===== src/core/counter_array_defs.svh =====
`ifndef COUNTER_ARRAY_DEFS_SVH
`define COUNTER_ARRAY_DEFS_SVH

// Register byte addresses
`define CA_ADDR_MODE      8'h00
`define CA_ADDR_CNT_LOW   8'h04
`define CA_ADDR_CNT_HIGH  8'h08
`define CA_ADDR_EXT_IE    8'h0C
`define CA_ADDR_IE        8'h10

// Mode register fields
`define CA_MODE_ECF       0
`define CA_MODE_SEL_LO    1
`define CA_MODE_SEL_HI    3
`define CA_MODE_FLAG      5
`define CA_MODE_WDT       6
`define CA_MODE_IDLE      7
`define CA_MODE_RESET     8'h40
`define CA_WDT_RESET      1'b1

// Enable register fields
`define CA_EXT_IE_ARRAY   0
`define CA_IE_GLOBAL      7

// Prescaler and counter terminal counts
`define CA_DIV12_LAST     4'hB
`define CA_DIV4_LAST      2'h3
`define CA_DIV8_LAST      3'h7
`define CA_COUNT_MAX      16'hFFFF

`endif


===== src/core/counter_array_pkg.sv =====
package counter_array_pkg;

	typedef enum logic [2:0] {
		TB_SYS_DIV12 = 3'b000,
		TB_SYS_DIV4  = 3'b001,
		TB_TIMER0    = 3'b010,
		TB_ECI_FALL  = 3'b011,
		TB_SYS       = 3'b100,
		TB_EXT_DIV8  = 3'b101,
		TB_RTC_DIV8  = 3'b110,
		TB_UNUSED    = 3'b111
	} timebase_type;

endpackage : counter_array_pkg


===== src/core/counter_array_timebase.sv =====
`timescale 1ns/1ns
`include "counter_array_defs.svh"

// Notes on behaviour
// [RQ1] Select 000 counts sysclk/12, 001 sysclk/4, 100 every sysclk.
// [RQ2] Select 010 counts Timer 0 overflows; 011 falling edges of count input.
// [RQ3] Selects 101/110 count external and RTC oscillators /8, synchronised first.
// [RQ4] Sixteen-bit counter seen by software as separate high and low bytes.
// [RQ5] Low byte read snapshots high byte; next high read returns snapshot.
// [RQ6] Reading counter bytes never disturbs counting.
// [RQ7] Wrap from all ones to zero sets the overflow flag.
// [RQ8] Overflow raises a request only while overflow interrupt enable is set.
// [RQ9] Overflow flag stays set until software clears it by a write.
// [RQ10] Request reaches processor only with global and array enables set.
// [RQ11] Idle control clear: counter runs on during processor idle.
// [RQ12] Counter value is shared with six capture/compare modules.
// [RQ13] Watchdog mode on after reset; restricts some register writes.
// [RQ14] Idle control set: counter holds during idle, resumes after.
// [RQ15] Count input passes two flops; falling edge gives one-cycle enable.

module counter_array_timebase (
	input  wire logic        clk,
	input  wire logic        rst,
	input  wire logic        psel,
	input  wire logic        penable,
	input  wire logic        pwrite,
	input  wire logic [7:0]  paddr,
	input  wire logic [31:0] pwdata,
	output logic      [31:0] prdata,
	output logic             pready,
	output logic             pslverr,
	input  wire logic        timer0_overflow,
	input  wire logic        external_count_input,
	input  wire logic        ext_osc_clk,
	input  wire logic        rtc_osc_clk,
	input  wire logic        cpu_idle,
	output logic      [15:0] count_value,
	output logic             watchdog_mode,
	output logic             irq_request
);

	logic [15:0] count_ff;
	logic [7:0]  snapshot_ff;
	logic [2:0]  sel_ff;
	logic        ecf_ff;
	logic        flag_ff;
	logic        wdt_ff;
	logic        idle_ctrl_ff;
	logic        array_ie_ff;
	logic        global_ie_ff;
	logic        irq_ff;
	logic        pready_ff;
	logic        pslverr_ff;
	logic [31:0] prdata_ff;
	logic [3:0]  div12_ff;
	logic [1:0]  div4_ff;
	logic [2:0]  ext_div_ff;
	logic [2:0]  rtc_div_ff;
	logic        eci_fall;
	logic        ext_rise;
	logic        rtc_rise;
	logic        tick;
	logic        run;
	logic        take;
	logic        done_wr;
	logic        mapped;
	logic        wr_mode;
	logic        wr_low;
	logic        wr_high;
	logic        rd_low;
	logic [31:0] nxt_prdata;

	//////////////////////////////////////////////////////////////////////
	// Pin synchronisers

	// [RQ15] synchronised falling edge
	pin_edge_sync u_eci_sync (
		.clk     (clk),
		.rst     (rst),
		.pin_in  (external_count_input),
		.rise_ff (),
		.fall_ff (eci_fall)
	);

	// [RQ3] oscillators into sysclk domain
	pin_edge_sync u_ext_sync (
		.clk     (clk),
		.rst     (rst),
		.pin_in  (ext_osc_clk),
		.rise_ff (ext_rise),
		.fall_ff ()
	);

	pin_edge_sync u_rtc_sync (
		.clk     (clk),
		.rst     (rst),
		.pin_in  (rtc_osc_clk),
		.rise_ff (rtc_rise),
		.fall_ff ()
	);

	//////////////////////////////////////////////////////////////////////
	// APB decode

	assign take    = psel & penable & ~pready_ff;
	assign done_wr = psel & penable & pready_ff & pwrite;
	assign mapped  = paddr == `CA_ADDR_MODE || paddr == `CA_ADDR_CNT_LOW ||
			paddr == `CA_ADDR_CNT_HIGH || paddr == `CA_ADDR_EXT_IE ||
			paddr == `CA_ADDR_IE;
	assign wr_mode = done_wr && paddr == `CA_ADDR_MODE;
	// [RQ13] counter writes locked in watchdog mode
	assign wr_low  = done_wr && paddr == `CA_ADDR_CNT_LOW && !wdt_ff;
	assign wr_high = done_wr && paddr == `CA_ADDR_CNT_HIGH && !wdt_ff;
	assign rd_low  = take && !pwrite && paddr == `CA_ADDR_CNT_LOW;

	// One wait state: ready rises the cycle after the access phase opens
	always_ff @(posedge clk) begin
		if (rst) begin
			pready_ff  <= 1'b0;
			pslverr_ff <= 1'b0;
		end else begin
			pready_ff  <= take;
			pslverr_ff <= take & ~mapped;
		end
	end

	always_comb begin
		nxt_prdata = 32'h0000_0000;
		case (paddr)
			`CA_ADDR_MODE: begin
				nxt_prdata[`CA_MODE_ECF]  = ecf_ff;
				nxt_prdata[`CA_MODE_SEL_HI:`CA_MODE_SEL_LO] = sel_ff;
				nxt_prdata[`CA_MODE_FLAG] = flag_ff;
				nxt_prdata[`CA_MODE_WDT]  = wdt_ff;
				nxt_prdata[`CA_MODE_IDLE] = idle_ctrl_ff;
			end
			`CA_ADDR_CNT_LOW:  nxt_prdata[7:0] = count_ff[7:0];
			// [RQ5] high read returns snapshot
			`CA_ADDR_CNT_HIGH: nxt_prdata[7:0] = snapshot_ff;
			`CA_ADDR_EXT_IE:
				nxt_prdata[`CA_EXT_IE_ARRAY] = array_ie_ff;
			`CA_ADDR_IE:
				nxt_prdata[`CA_IE_GLOBAL] = global_ie_ff;
			default: nxt_prdata = 32'h0000_0000;
		endcase
	end

	always_ff @(posedge clk) begin
		if (rst) begin
			prdata_ff <= 32'h0000_0000;
		end else if (take && !pwrite) begin
			prdata_ff <= nxt_prdata;
		end
	end

	//////////////////////////////////////////////////////////////////////
	// Control registers

	always_ff @(posedge clk) begin
		if (rst) begin
			ecf_ff       <= 1'b0;
			sel_ff       <= 3'h0;
			idle_ctrl_ff <= 1'b0;
			// [RQ13] watchdog on out of reset
			wdt_ff       <= `CA_WDT_RESET;
		end else if (wr_mode) begin
			ecf_ff <= pwdata[`CA_MODE_ECF];
			wdt_ff <= pwdata[`CA_MODE_WDT];
			// [RQ13] clock and idle setup locked in watchdog mode
			if (!wdt_ff) begin
				sel_ff <= pwdata[`CA_MODE_SEL_HI:`CA_MODE_SEL_LO];
				idle_ctrl_ff <= pwdata[`CA_MODE_IDLE];
			end
		end
	end

	always_ff @(posedge clk) begin
		if (rst) begin
			array_ie_ff  <= 1'b0;
			global_ie_ff <= 1'b0;
		end else if (done_wr) begin
			if (paddr == `CA_ADDR_EXT_IE)
				array_ie_ff <= pwdata[`CA_EXT_IE_ARRAY];
			if (paddr == `CA_ADDR_IE)
				global_ie_ff <= pwdata[`CA_IE_GLOBAL];
		end
	end

	//////////////////////////////////////////////////////////////////////
	// Timebase prescalers

	always_ff @(posedge clk) begin
		if (rst) begin
			div12_ff <= 4'h0;
			div4_ff  <= 2'h0;
		end else begin
			div12_ff <= (div12_ff == `CA_DIV12_LAST) ? 4'h0 : div12_ff + 4'h1;
			div4_ff  <= div4_ff + 2'h1;
		end
	end

	// [RQ3] divide synchronised oscillators by eight
	always_ff @(posedge clk) begin
		if (rst) begin
			ext_div_ff <= 3'h0;
			rtc_div_ff <= 3'h0;
		end else begin
			if (ext_rise)
				ext_div_ff <= ext_div_ff + 3'h1;
			if (rtc_rise)
				rtc_div_ff <= rtc_div_ff + 3'h1;
		end
	end

	// [RQ1] timebase select
	always_comb begin
		case (counter_array_pkg::timebase_type'(sel_ff))
			counter_array_pkg::TB_SYS_DIV12:
				tick = div12_ff == `CA_DIV12_LAST;
			counter_array_pkg::TB_SYS_DIV4:
				tick = div4_ff == `CA_DIV4_LAST;
			// [RQ2] timer 0 and count input
			counter_array_pkg::TB_TIMER0:  tick = timer0_overflow;
			counter_array_pkg::TB_ECI_FALL: tick = eci_fall;
			counter_array_pkg::TB_SYS:     tick = 1'b1;
			counter_array_pkg::TB_EXT_DIV8:
				tick = ext_rise && ext_div_ff == `CA_DIV8_LAST;
			counter_array_pkg::TB_RTC_DIV8:
				tick = rtc_rise && rtc_div_ff == `CA_DIV8_LAST;
			default: tick = 1'b0;
		endcase
	end

	// [RQ11] idle only stops counting when idle control set
	assign run = ~(idle_ctrl_ff & cpu_idle);

	//////////////////////////////////////////////////////////////////////
	// Counter, snapshot and overflow

	// [RQ4] byte writes; [RQ14] hold in idle
	always_ff @(posedge clk) begin
		if (rst) begin
			count_ff <= 16'h0000;
		end else if (wr_low) begin
			count_ff[7:0] <= pwdata[7:0];
		end else if (wr_high) begin
			count_ff[15:8] <= pwdata[7:0];
		end else if (tick && run) begin
			count_ff <= count_ff + 16'h0001;
		end
	end

	// [RQ5] low read latches high byte; [RQ6] count untouched
	always_ff @(posedge clk) begin
		if (rst) begin
			snapshot_ff <= 8'h00;
		end else if (rd_low) begin
			snapshot_ff <= count_ff[15:8];
		end
	end

	// [RQ7] set on wrap; [RQ9] write of zero clears, set wins
	always_ff @(posedge clk) begin
		if (rst) begin
			flag_ff <= 1'b0;
		end else if (tick && run && !wr_low && !wr_high &&
				count_ff == `CA_COUNT_MAX) begin
			flag_ff <= 1'b1;
		end else if (wr_mode && !pwdata[`CA_MODE_FLAG]) begin
			flag_ff <= 1'b0;
		end
	end

	// [RQ8] [RQ10] gated request
	always_ff @(posedge clk) begin
		if (rst) begin
			irq_ff <= 1'b0;
		end else begin
			irq_ff <= flag_ff & ecf_ff & array_ie_ff & global_ie_ff;
		end
	end

	// [RQ12] counter shared with the modules
	assign count_value   = count_ff;
	assign watchdog_mode = wdt_ff;
	assign irq_request   = irq_ff;
	assign prdata        = prdata_ff;
	assign pready        = pready_ff;
	assign pslverr       = pslverr_ff;

	//////////////////////////////////////////////////////////////////////
	// Checks

	property p_sysclk;
		@(posedge clk) disable iff (rst)
		(sel_ff == 3'b100 && run && !wr_low && !wr_high)
			|=> count_ff == $past(count_ff) + 16'h0001;
	endproperty
	a_sysclk: assert property (p_sysclk) // [RQ1]
		else $error("sysclk timebase missed a count");

	property p_div12;
		@(posedge clk) disable iff (rst)
		(sel_ff == counter_array_pkg::TB_SYS_DIV12 && tick)
			|=> (div12_ff != `CA_DIV12_LAST) [*8];
	endproperty
	a_div12: assert property (p_div12) // [RQ1]
		else $error("div12 tick too soon");

	property p_eci;
		@(posedge clk) disable iff (rst)
		(sel_ff == 3'b011 && eci_fall && run && !wr_low && !wr_high)
			|=> count_ff == $past(count_ff) + 16'h0001;
	endproperty
	a_eci: assert property (p_eci) // [RQ2]
		else $error("count input edge not counted");

	property p_overflow;
		@(posedge clk) disable iff (rst)
		(tick && run && count_ff == `CA_COUNT_MAX && !wr_low && !wr_high)
			|=> flag_ff && count_ff == 16'h0000;
	endproperty
	a_overflow: assert property (p_overflow) // [RQ7]
		else $error("wrap did not set overflow flag");

	property p_flag_hold;
		@(posedge clk) disable iff (rst)
		(flag_ff && !wr_mode) |=> flag_ff;
	endproperty
	a_flag_hold: assert property (p_flag_hold) // [RQ9]
		else $error("overflow flag cleared without write");

	property p_irq_gate;
		@(posedge clk) disable iff (rst)
		irq_ff |-> $past(flag_ff && ecf_ff && array_ie_ff && global_ie_ff);
	endproperty
	a_irq_gate: assert property (p_irq_gate) // [RQ10]
		else $error("request raised while gated off");

	property p_snapshot;
		@(posedge clk) disable iff (rst)
		rd_low |=> snapshot_ff == $past(count_ff[15:8]);
	endproperty
	a_snapshot: assert property (p_snapshot) // [RQ5]
		else $error("low read did not latch high byte");

	property p_idle_hold;
		@(posedge clk) disable iff (rst)
		(idle_ctrl_ff && cpu_idle && !wr_low && !wr_high) |=> $stable(count_ff);
	endproperty
	a_idle_hold: assert property (p_idle_hold) // [RQ14]
		else $error("counter moved during idle hold");

	property p_wdt_lock;
		@(posedge clk) disable iff (rst)
		(wdt_ff && wr_mode) |=> $stable(sel_ff) && $stable(idle_ctrl_ff);
	endproperty
	a_wdt_lock: assert property (p_wdt_lock) // [RQ13]
		else $error("setup changed in watchdog mode");

endmodule : counter_array_timebase


===== src/core/pin_edge_sync.sv =====
`timescale 1ns/1ns

module pin_edge_sync (
	input  wire logic clk,
	input  wire logic rst,
	input  wire logic pin_in,
	output logic      rise_ff,
	output logic      fall_ff
);

	logic meta_ff;
	logic sync_ff;
	logic last_ff;

	// Two-stage synchroniser, then edge detect on the clean copy
	always_ff @(posedge clk) begin
		if (rst) begin
			meta_ff <= 1'b1;
			sync_ff <= 1'b1;
			last_ff <= 1'b1;
		end else begin
			meta_ff <= pin_in;
			sync_ff <= meta_ff;
			last_ff <= sync_ff;
		end
	end

	always_ff @(posedge clk) begin
		if (rst) begin
			rise_ff <= 1'b0;
			fall_ff <= 1'b0;
		end else begin
			rise_ff <= sync_ff & ~last_ff;
			fall_ff <= ~sync_ff & last_ff;
		end
	end

endmodule : pin_edge_sync

===== config.mk =====
export PLATFORM = sky130hd
export DESIGN_NAME = counter_array_timebase
export DESIGN_NICKNAME = d
export VERILOG_FILES = /design/src/core/counter_array_pkg.sv /design/src/core/counter_array_timebase.sv /design/src/core/pin_edge_sync.sv
export VERILOG_INCLUDE_DIRS = /design/src /design/src/core
export SDC_FILE = /design/constraint.sdc
export NUM_CORES = 1
export LEC_CHECK = 0
export ABC_AREA = 1
export BUFFER_PORTS_ARGS = -buffer_cell sky130_fd_sc_hd__buf_2
export CORE_MARGIN = 2
export CORE_UTILIZATION = 45
export DETAILED_ROUTE_END_ITERATION = 10
export GPL_ROUTABILITY_DRIVEN = 0
export GPL_TIMING_DRIVEN = 0
export HOLD_SLACK_MARGIN = 0.1
export PLACE_DENSITY = 0.71
export SETUP_SLACK_MARGIN = 0.05
export SLEW_MARGIN = 20
export SYNTH_ARGS = -nofsm -noshare
export SYNTH_HDL_FRONTEND = slang
export SYNTH_SLANG_ARGS = --single-unit
export TNS_END_PERCENT = 10

===== constraint.sdc =====
create_clock -name clk -period 1.8 [get_ports clk]
set_input_delay 0.27 -clock clk [delete_from_list [all_inputs] [get_ports clk]]
set_output_delay 0.27 -clock clk [all_outputs]
set_load 0.01 [all_outputs]

## Word level (Yosys, flattened, before mapping)

Cells that the tools add are included.

- Mux-type cells: 12
- Bitwise operators: 20
- Add/sub/neg operators: 5
- Equality and inequality tests: 16
- Reduce and logical (&&, ||, !) cells: 34

Operators by type and width:

| kind | number |
|---|---|
| 8-bit 2-to-1 mux | 3 |
| 16-bit by 1-bit adder with 16-bit output (second input constant) | 1 |
| 16-bit == test (second input constant) | 1 |
| 8-bit by 4-bit == test with 1-bit output (second input constant) | 2 |
| 16-bit 2-to-1 mux | 1 |
| 3-bit == test (second input constant) | 5 |
| 1-bit logical AND | 14 |
| 1-bit AND | 12 |
| 2-bit AND reduction | 5 |
| 3-bit case mux with 3 select lines | 1 |
| 8-bit by 3-bit == test with 1-bit output (second input constant) | 1 |
| 8-bit by 5-bit == test with 1-bit output (second input constant) | 1 |
| 8-bit zero test | 1 |
| 1-bit inverter | 8 |
| 1-bit case mux with 4 select lines | 2 |
| 1-bit case mux with 7 select lines | 1 |
| 3-bit by 1-bit adder with 3-bit output (second input constant) | 2 |
| 3-bit by 2-bit == test with 1-bit output (second input constant) | 2 |
| 2-bit case mux with 3 select lines | 1 |
| 2-bit nonzero test | 3 |
| 1-bit zero test | 5 |
| 4-bit by 1-bit adder with 4-bit output (second input constant) | 1 |
| 4-bit == test (second input constant) | 1 |
| 1-bit logical OR | 4 |
| other kinds (8) | 9 |

- Input port bits: 50
- Logic and storage cells: 117
- Flip-flop bits (word level): 68
- Output and inout port bits: 52

## Longest topological paths before layout

- Depth in word-level cells: 10
- Mapped depth: 15
- Mapped depth without buffers: 14

## Cells and area by module

A second synthesis with hierarchy kept.

- Cell total of the unflattened synthesis: 499
- Area total of the unflattened synthesis: 3548.4 um2

By module, submodules not included:

| module | area an instance (um2) | cells an instance | seq. area each (um2) | times used |
|---|---|---|---|---|
| counter_array_timebase | 3131.8 | 457 | 1121.1 | 1 |
| pin_edge_sync | 138.9 | 14 | 100.1 | 3 |

## Least setup slack after synthesis

Ideal clock, no wire load.

- Path type: register to register
- Start: register rtc_div_ff[0]
- End: register count_ff[9], in the netlist count_value[9]
- Setup slack: 0.206 ns
- Data arrival time: 1.482 ns
- Stages on the path, launching flop included: 16
- Period minus slack after synthesis: 1.594 ns
- Data required time: 1.687 ns
- Buffers on the path: 1
- Library setup time: 0.113 ns
- Cell sequence: dfxtp_1 > ha_1 > ha_1 > nand2_1 > inv_1 > nand3_1 > nand2_1 > nor2_2 > nand2_4 > nand2_2 > nand2_4 > nand2_4 > buf_6 > nand2_1 > nand2_1 > nor2_1

- Longest elaborated chain between the ends: 6

Ends and longest elaborated chain:

| what | RTL line | text |
|---|---|---|
| from (decl) | counter_array_timebase.sv:58 | `logic [2:0] rtc_div_ff;` |
| from (signal assigned) | counter_array_timebase.sv:211 | `rtc_div_ff <= rtc_div_ff + 3'h1;` |
| 3-bit == test (no line) | -- |  |
| 1-bit logical AND (no line) | -- |  |
| 1-bit case mux with 7 select lines | counter_array_timebase.sv:217 | `case (counter_array_pkg::timebase_type'(sel_ff))` |
| 1-bit logical AND | counter_array_timebase.sv:248 | `end else if (tick && run) begin` |
| 2-bit nonzero test (no line) | -- |  |
| 2-bit AND reduction (no line) | -- |  |
| to (signal assigned) | counter_array_timebase.sv:247 | `count_ff[15:8] <= pwdata[7:0];` |
| to (signal assigned) | counter_array_timebase.sv:249 | `count_ff <= count_ff + 16'h0001;` |
| to (decl) | counter_array_timebase.sv:42 | `logic [15:0] count_ff;` |

Every way passes these cells.
A chain may end at the register's enable or synchronous reset.

## Worst setup path in the final report

- Start: register rtc_div_ff[0]
- End: register count_ff[8], in the netlist count_value[8]

The elaborated chain is that of the path after synthesis.

==> run metrics <==
status finished, final reports clean; Clk Tree Root Cell clkbuf_8; Worst Hold Class primary input to register; RSZ-0062 raised after global routing true; final instance area 4420 um^2; die width 93.2 um; Area growth syn-to-layout 23.3%; height of the die 93.2 um; number of diodes 0; Worst VDD drop 0.496 mV; total power 2.92 mW; I/O pin cnt 102; Final Hold Viols 0; H-Tree Level Count 3; Post-Place Cells 669; Yosys Warn Count 0; placed cell areas 4060 um^2; number of global-route vias before repair 2984; clock transition at the registers of the reported paths 0.08 ns; post-synthesis sequential area ratio 38.0%; Post-DRT Antenna Nets 0; TritonCTS clock tree built; period utilisation layout 94.6%; DP Worst Slack 0.0389 ns; Final HPWL DP 6720 um; setup violators final 0; kind of critical path register to register; Period minus WS final 1.70 ns; arrival time at the worst endpoint 1.99 ns; maxcap violations 0; r2r setup slk 0.1 ns; clock insertion delay at the later pin of the skew report 0.36 ns; required time of the critical path 2.08 ns; via count 3476; leakage power 2.10 nW; Nets 644; die area 8680 um^2; Max Root-Sink Buffers 2; Initial Utilization 46.3%; cts bufs inserted 9; initial antenna violation count 0; WL final 9110 um; Power Density 662 nW/um^2; Slew Viols, Final 0; # rows 32; core area 7730 um^2; DRC 0; drt wl/cell 13.1 um; final std cells w/o fill 694; grt ovf 0; worst-path maximum fanout 5; Synth Area per Inst 7.29 um^2; layout cells sized above 1 28.7%; crit start category register; Initial DRC Count 399; Setup crit end kind register; port bufs 53; setup ws final 0.0965 ns; Setup TNS 0 ns; CTS sink cnt 68; final clock skew 0.0122 ns; Yosys reg bits 68; relative slew slack 62.5%; post-synthesis instance total 491; first-pass GRT wire length 14500 um; Synth Cell Area 3580 um^2; synth unique cells 36; Slew @ Worst Pin 0.562 ns; DR pass1 iterations 5; fmax 587 MHz; Layout Utilization 57.1%; Fin Hold WS 0.165 ns; gr usage total 21.6%; vias per cell 5.01; largest net degree at the start of global routing 13
==> cells in the mapped netlist (all sizes together) <==
library cell / count / area [um^2]
o2bb2ai: 2 / 17.5
ha: 7 / 87.6
conb: 1 / 3.75
nand4: 6 / 37.5
buf: 30 / 234
inv: 57 / 214
clkbuf: 4 / 15.0
nand2: 105 / 437
o22ai: 1 / 6.26
o211ai: 4 / 30.0
nor3: 10 / 65.1
nor2: 61 / 303
clkinv: 2 / 7.51
xor2: 9 / 78.8
o21ai: 40 / 200
a311oi: 1 / 8.76
dfxtp: 68 / 1360
nand3: 38 / 218
a21oi: 33 / 173
a41oi: 1 / 8.76
xnor2: 2 / 17.5
or2: 9 / 56.3
==> power breakdown <==
group / switching, mW / internal [mW] / total [mW]
clock: 0.628 / 0.534 / 1.16
sequential: 0.0120 / 1.53 / 1.54
combinational: 0.127 / 0.0918 / 0.219
total: 0.767 / 2.15 / 2.92
==> final cells by class <==
class | instances | area (um^2)
Fill cell | 736 | 3310
Multi-Input combinational cell | 353 | 1930
Sequential cell | 68 | 1370
Timing Repair Buffer | 62 | 340
Buffer | 34 | 249
Inverter | 59 | 221
Clock buffer | 10 | 138
Tap cell | 102 | 128
Clock inverter | 6 | 40.0
==> logic make-up after synthesis <==
logic type | share of synthesized area, %
other cells | 0.105
fa+ha+maj | 2.45
simple gates | 31.2
compound gates | 12.4
flops | 38.0
buf+inv | 13.1
xor+xnor | 2.69
==> flip-flops by register name, summed over array words and instances, names as in the netlist, 2 cells and up <==
name / cells
count_value: 16
div12_ff: 4
div4_ff: 2
ext_div_ff: 3
prdata: 8
rtc_div_ff: 3
sel_ff: 3
snapshot_ff: 8
==> critical path, stage by stage, from the launching register on <==
cell and delay, ns:
dfxtp_2 0.35, ha_4 0.16, ha_4 0.15, nand2_2 0.06
inv_2 0.03, nand3_1 0.07, nand2_1 0.06, nor2_2 0.13
nand2_4 0.09, nand2_4 0.07, nand2_4 0.05, nand2_4 0.09
buf_6 0.14, nand2_4 0.04, a21oi_2 0.14
==> final timing paths <==
kind / from / to / cells after the start
max: rtc_div_ff[0]$_SDFFE_PP0P_ / count_value[8]$_SDFFE_PP0P_ / 14
min: rst / pready$_SDFF_PP0_ / 2
max reg2reg: rtc_div_ff[0]$_SDFFE_PP0P_ / count_value[8]$_SDFFE_PP0P_ / 14
min reg2reg: u_ext_sync.last_ff$_SDFF_PP1_ / u_ext_sync.rise_ff$_SDFF_PP0_ / 1
==> cells in the final DEF (no fill, tap or decap), types with 3 or more instances in the layout <==
master and instances:
clkinv_2 3, nand4_1 6, clkbuf_1 4, dfxtp_2 6, nand2_1 90, dlygate4sd3_1 3
dfxtp_1 62, nor2_4 6, ha_1 3, nand2_4 6, o21ai_1 10, nor2_1 48
nor3_1 7, a21oi_1 31, nand3_2 3, ha_4 4, buf_6 4, inv_2 9
o211ai_1 4, buf_2 54, nand3_1 33, clkbuf_8 10, xor2_1 9, buf_4 30
conb_1 24, nand2_2 9, or2_2 9, nor2_2 6, inv_1 48, o21ai_0 30
==> metal layers <==
layer	GRT usage, %	wire length [um]	share of wire [%]
met5	0	0	0
met4	10.2	263	2.9
met3	4.27	721	7.9
met2	32.7	4090	45
met1	29.7	4030	44
==> repair_timing <==
item / 4_1_cts / 5_1_grt
setup endpoints to repair: 8 / 16
cloned: 1 / 0
setup buffers: 1 / 4
endpoints found under the hold margin: 3 / 0
pin swaps: 2 / 8
hold buffers: 3 / 0
resized for setup: 4 / 25
Note: power is estimated with default switching activity, not from simulation.
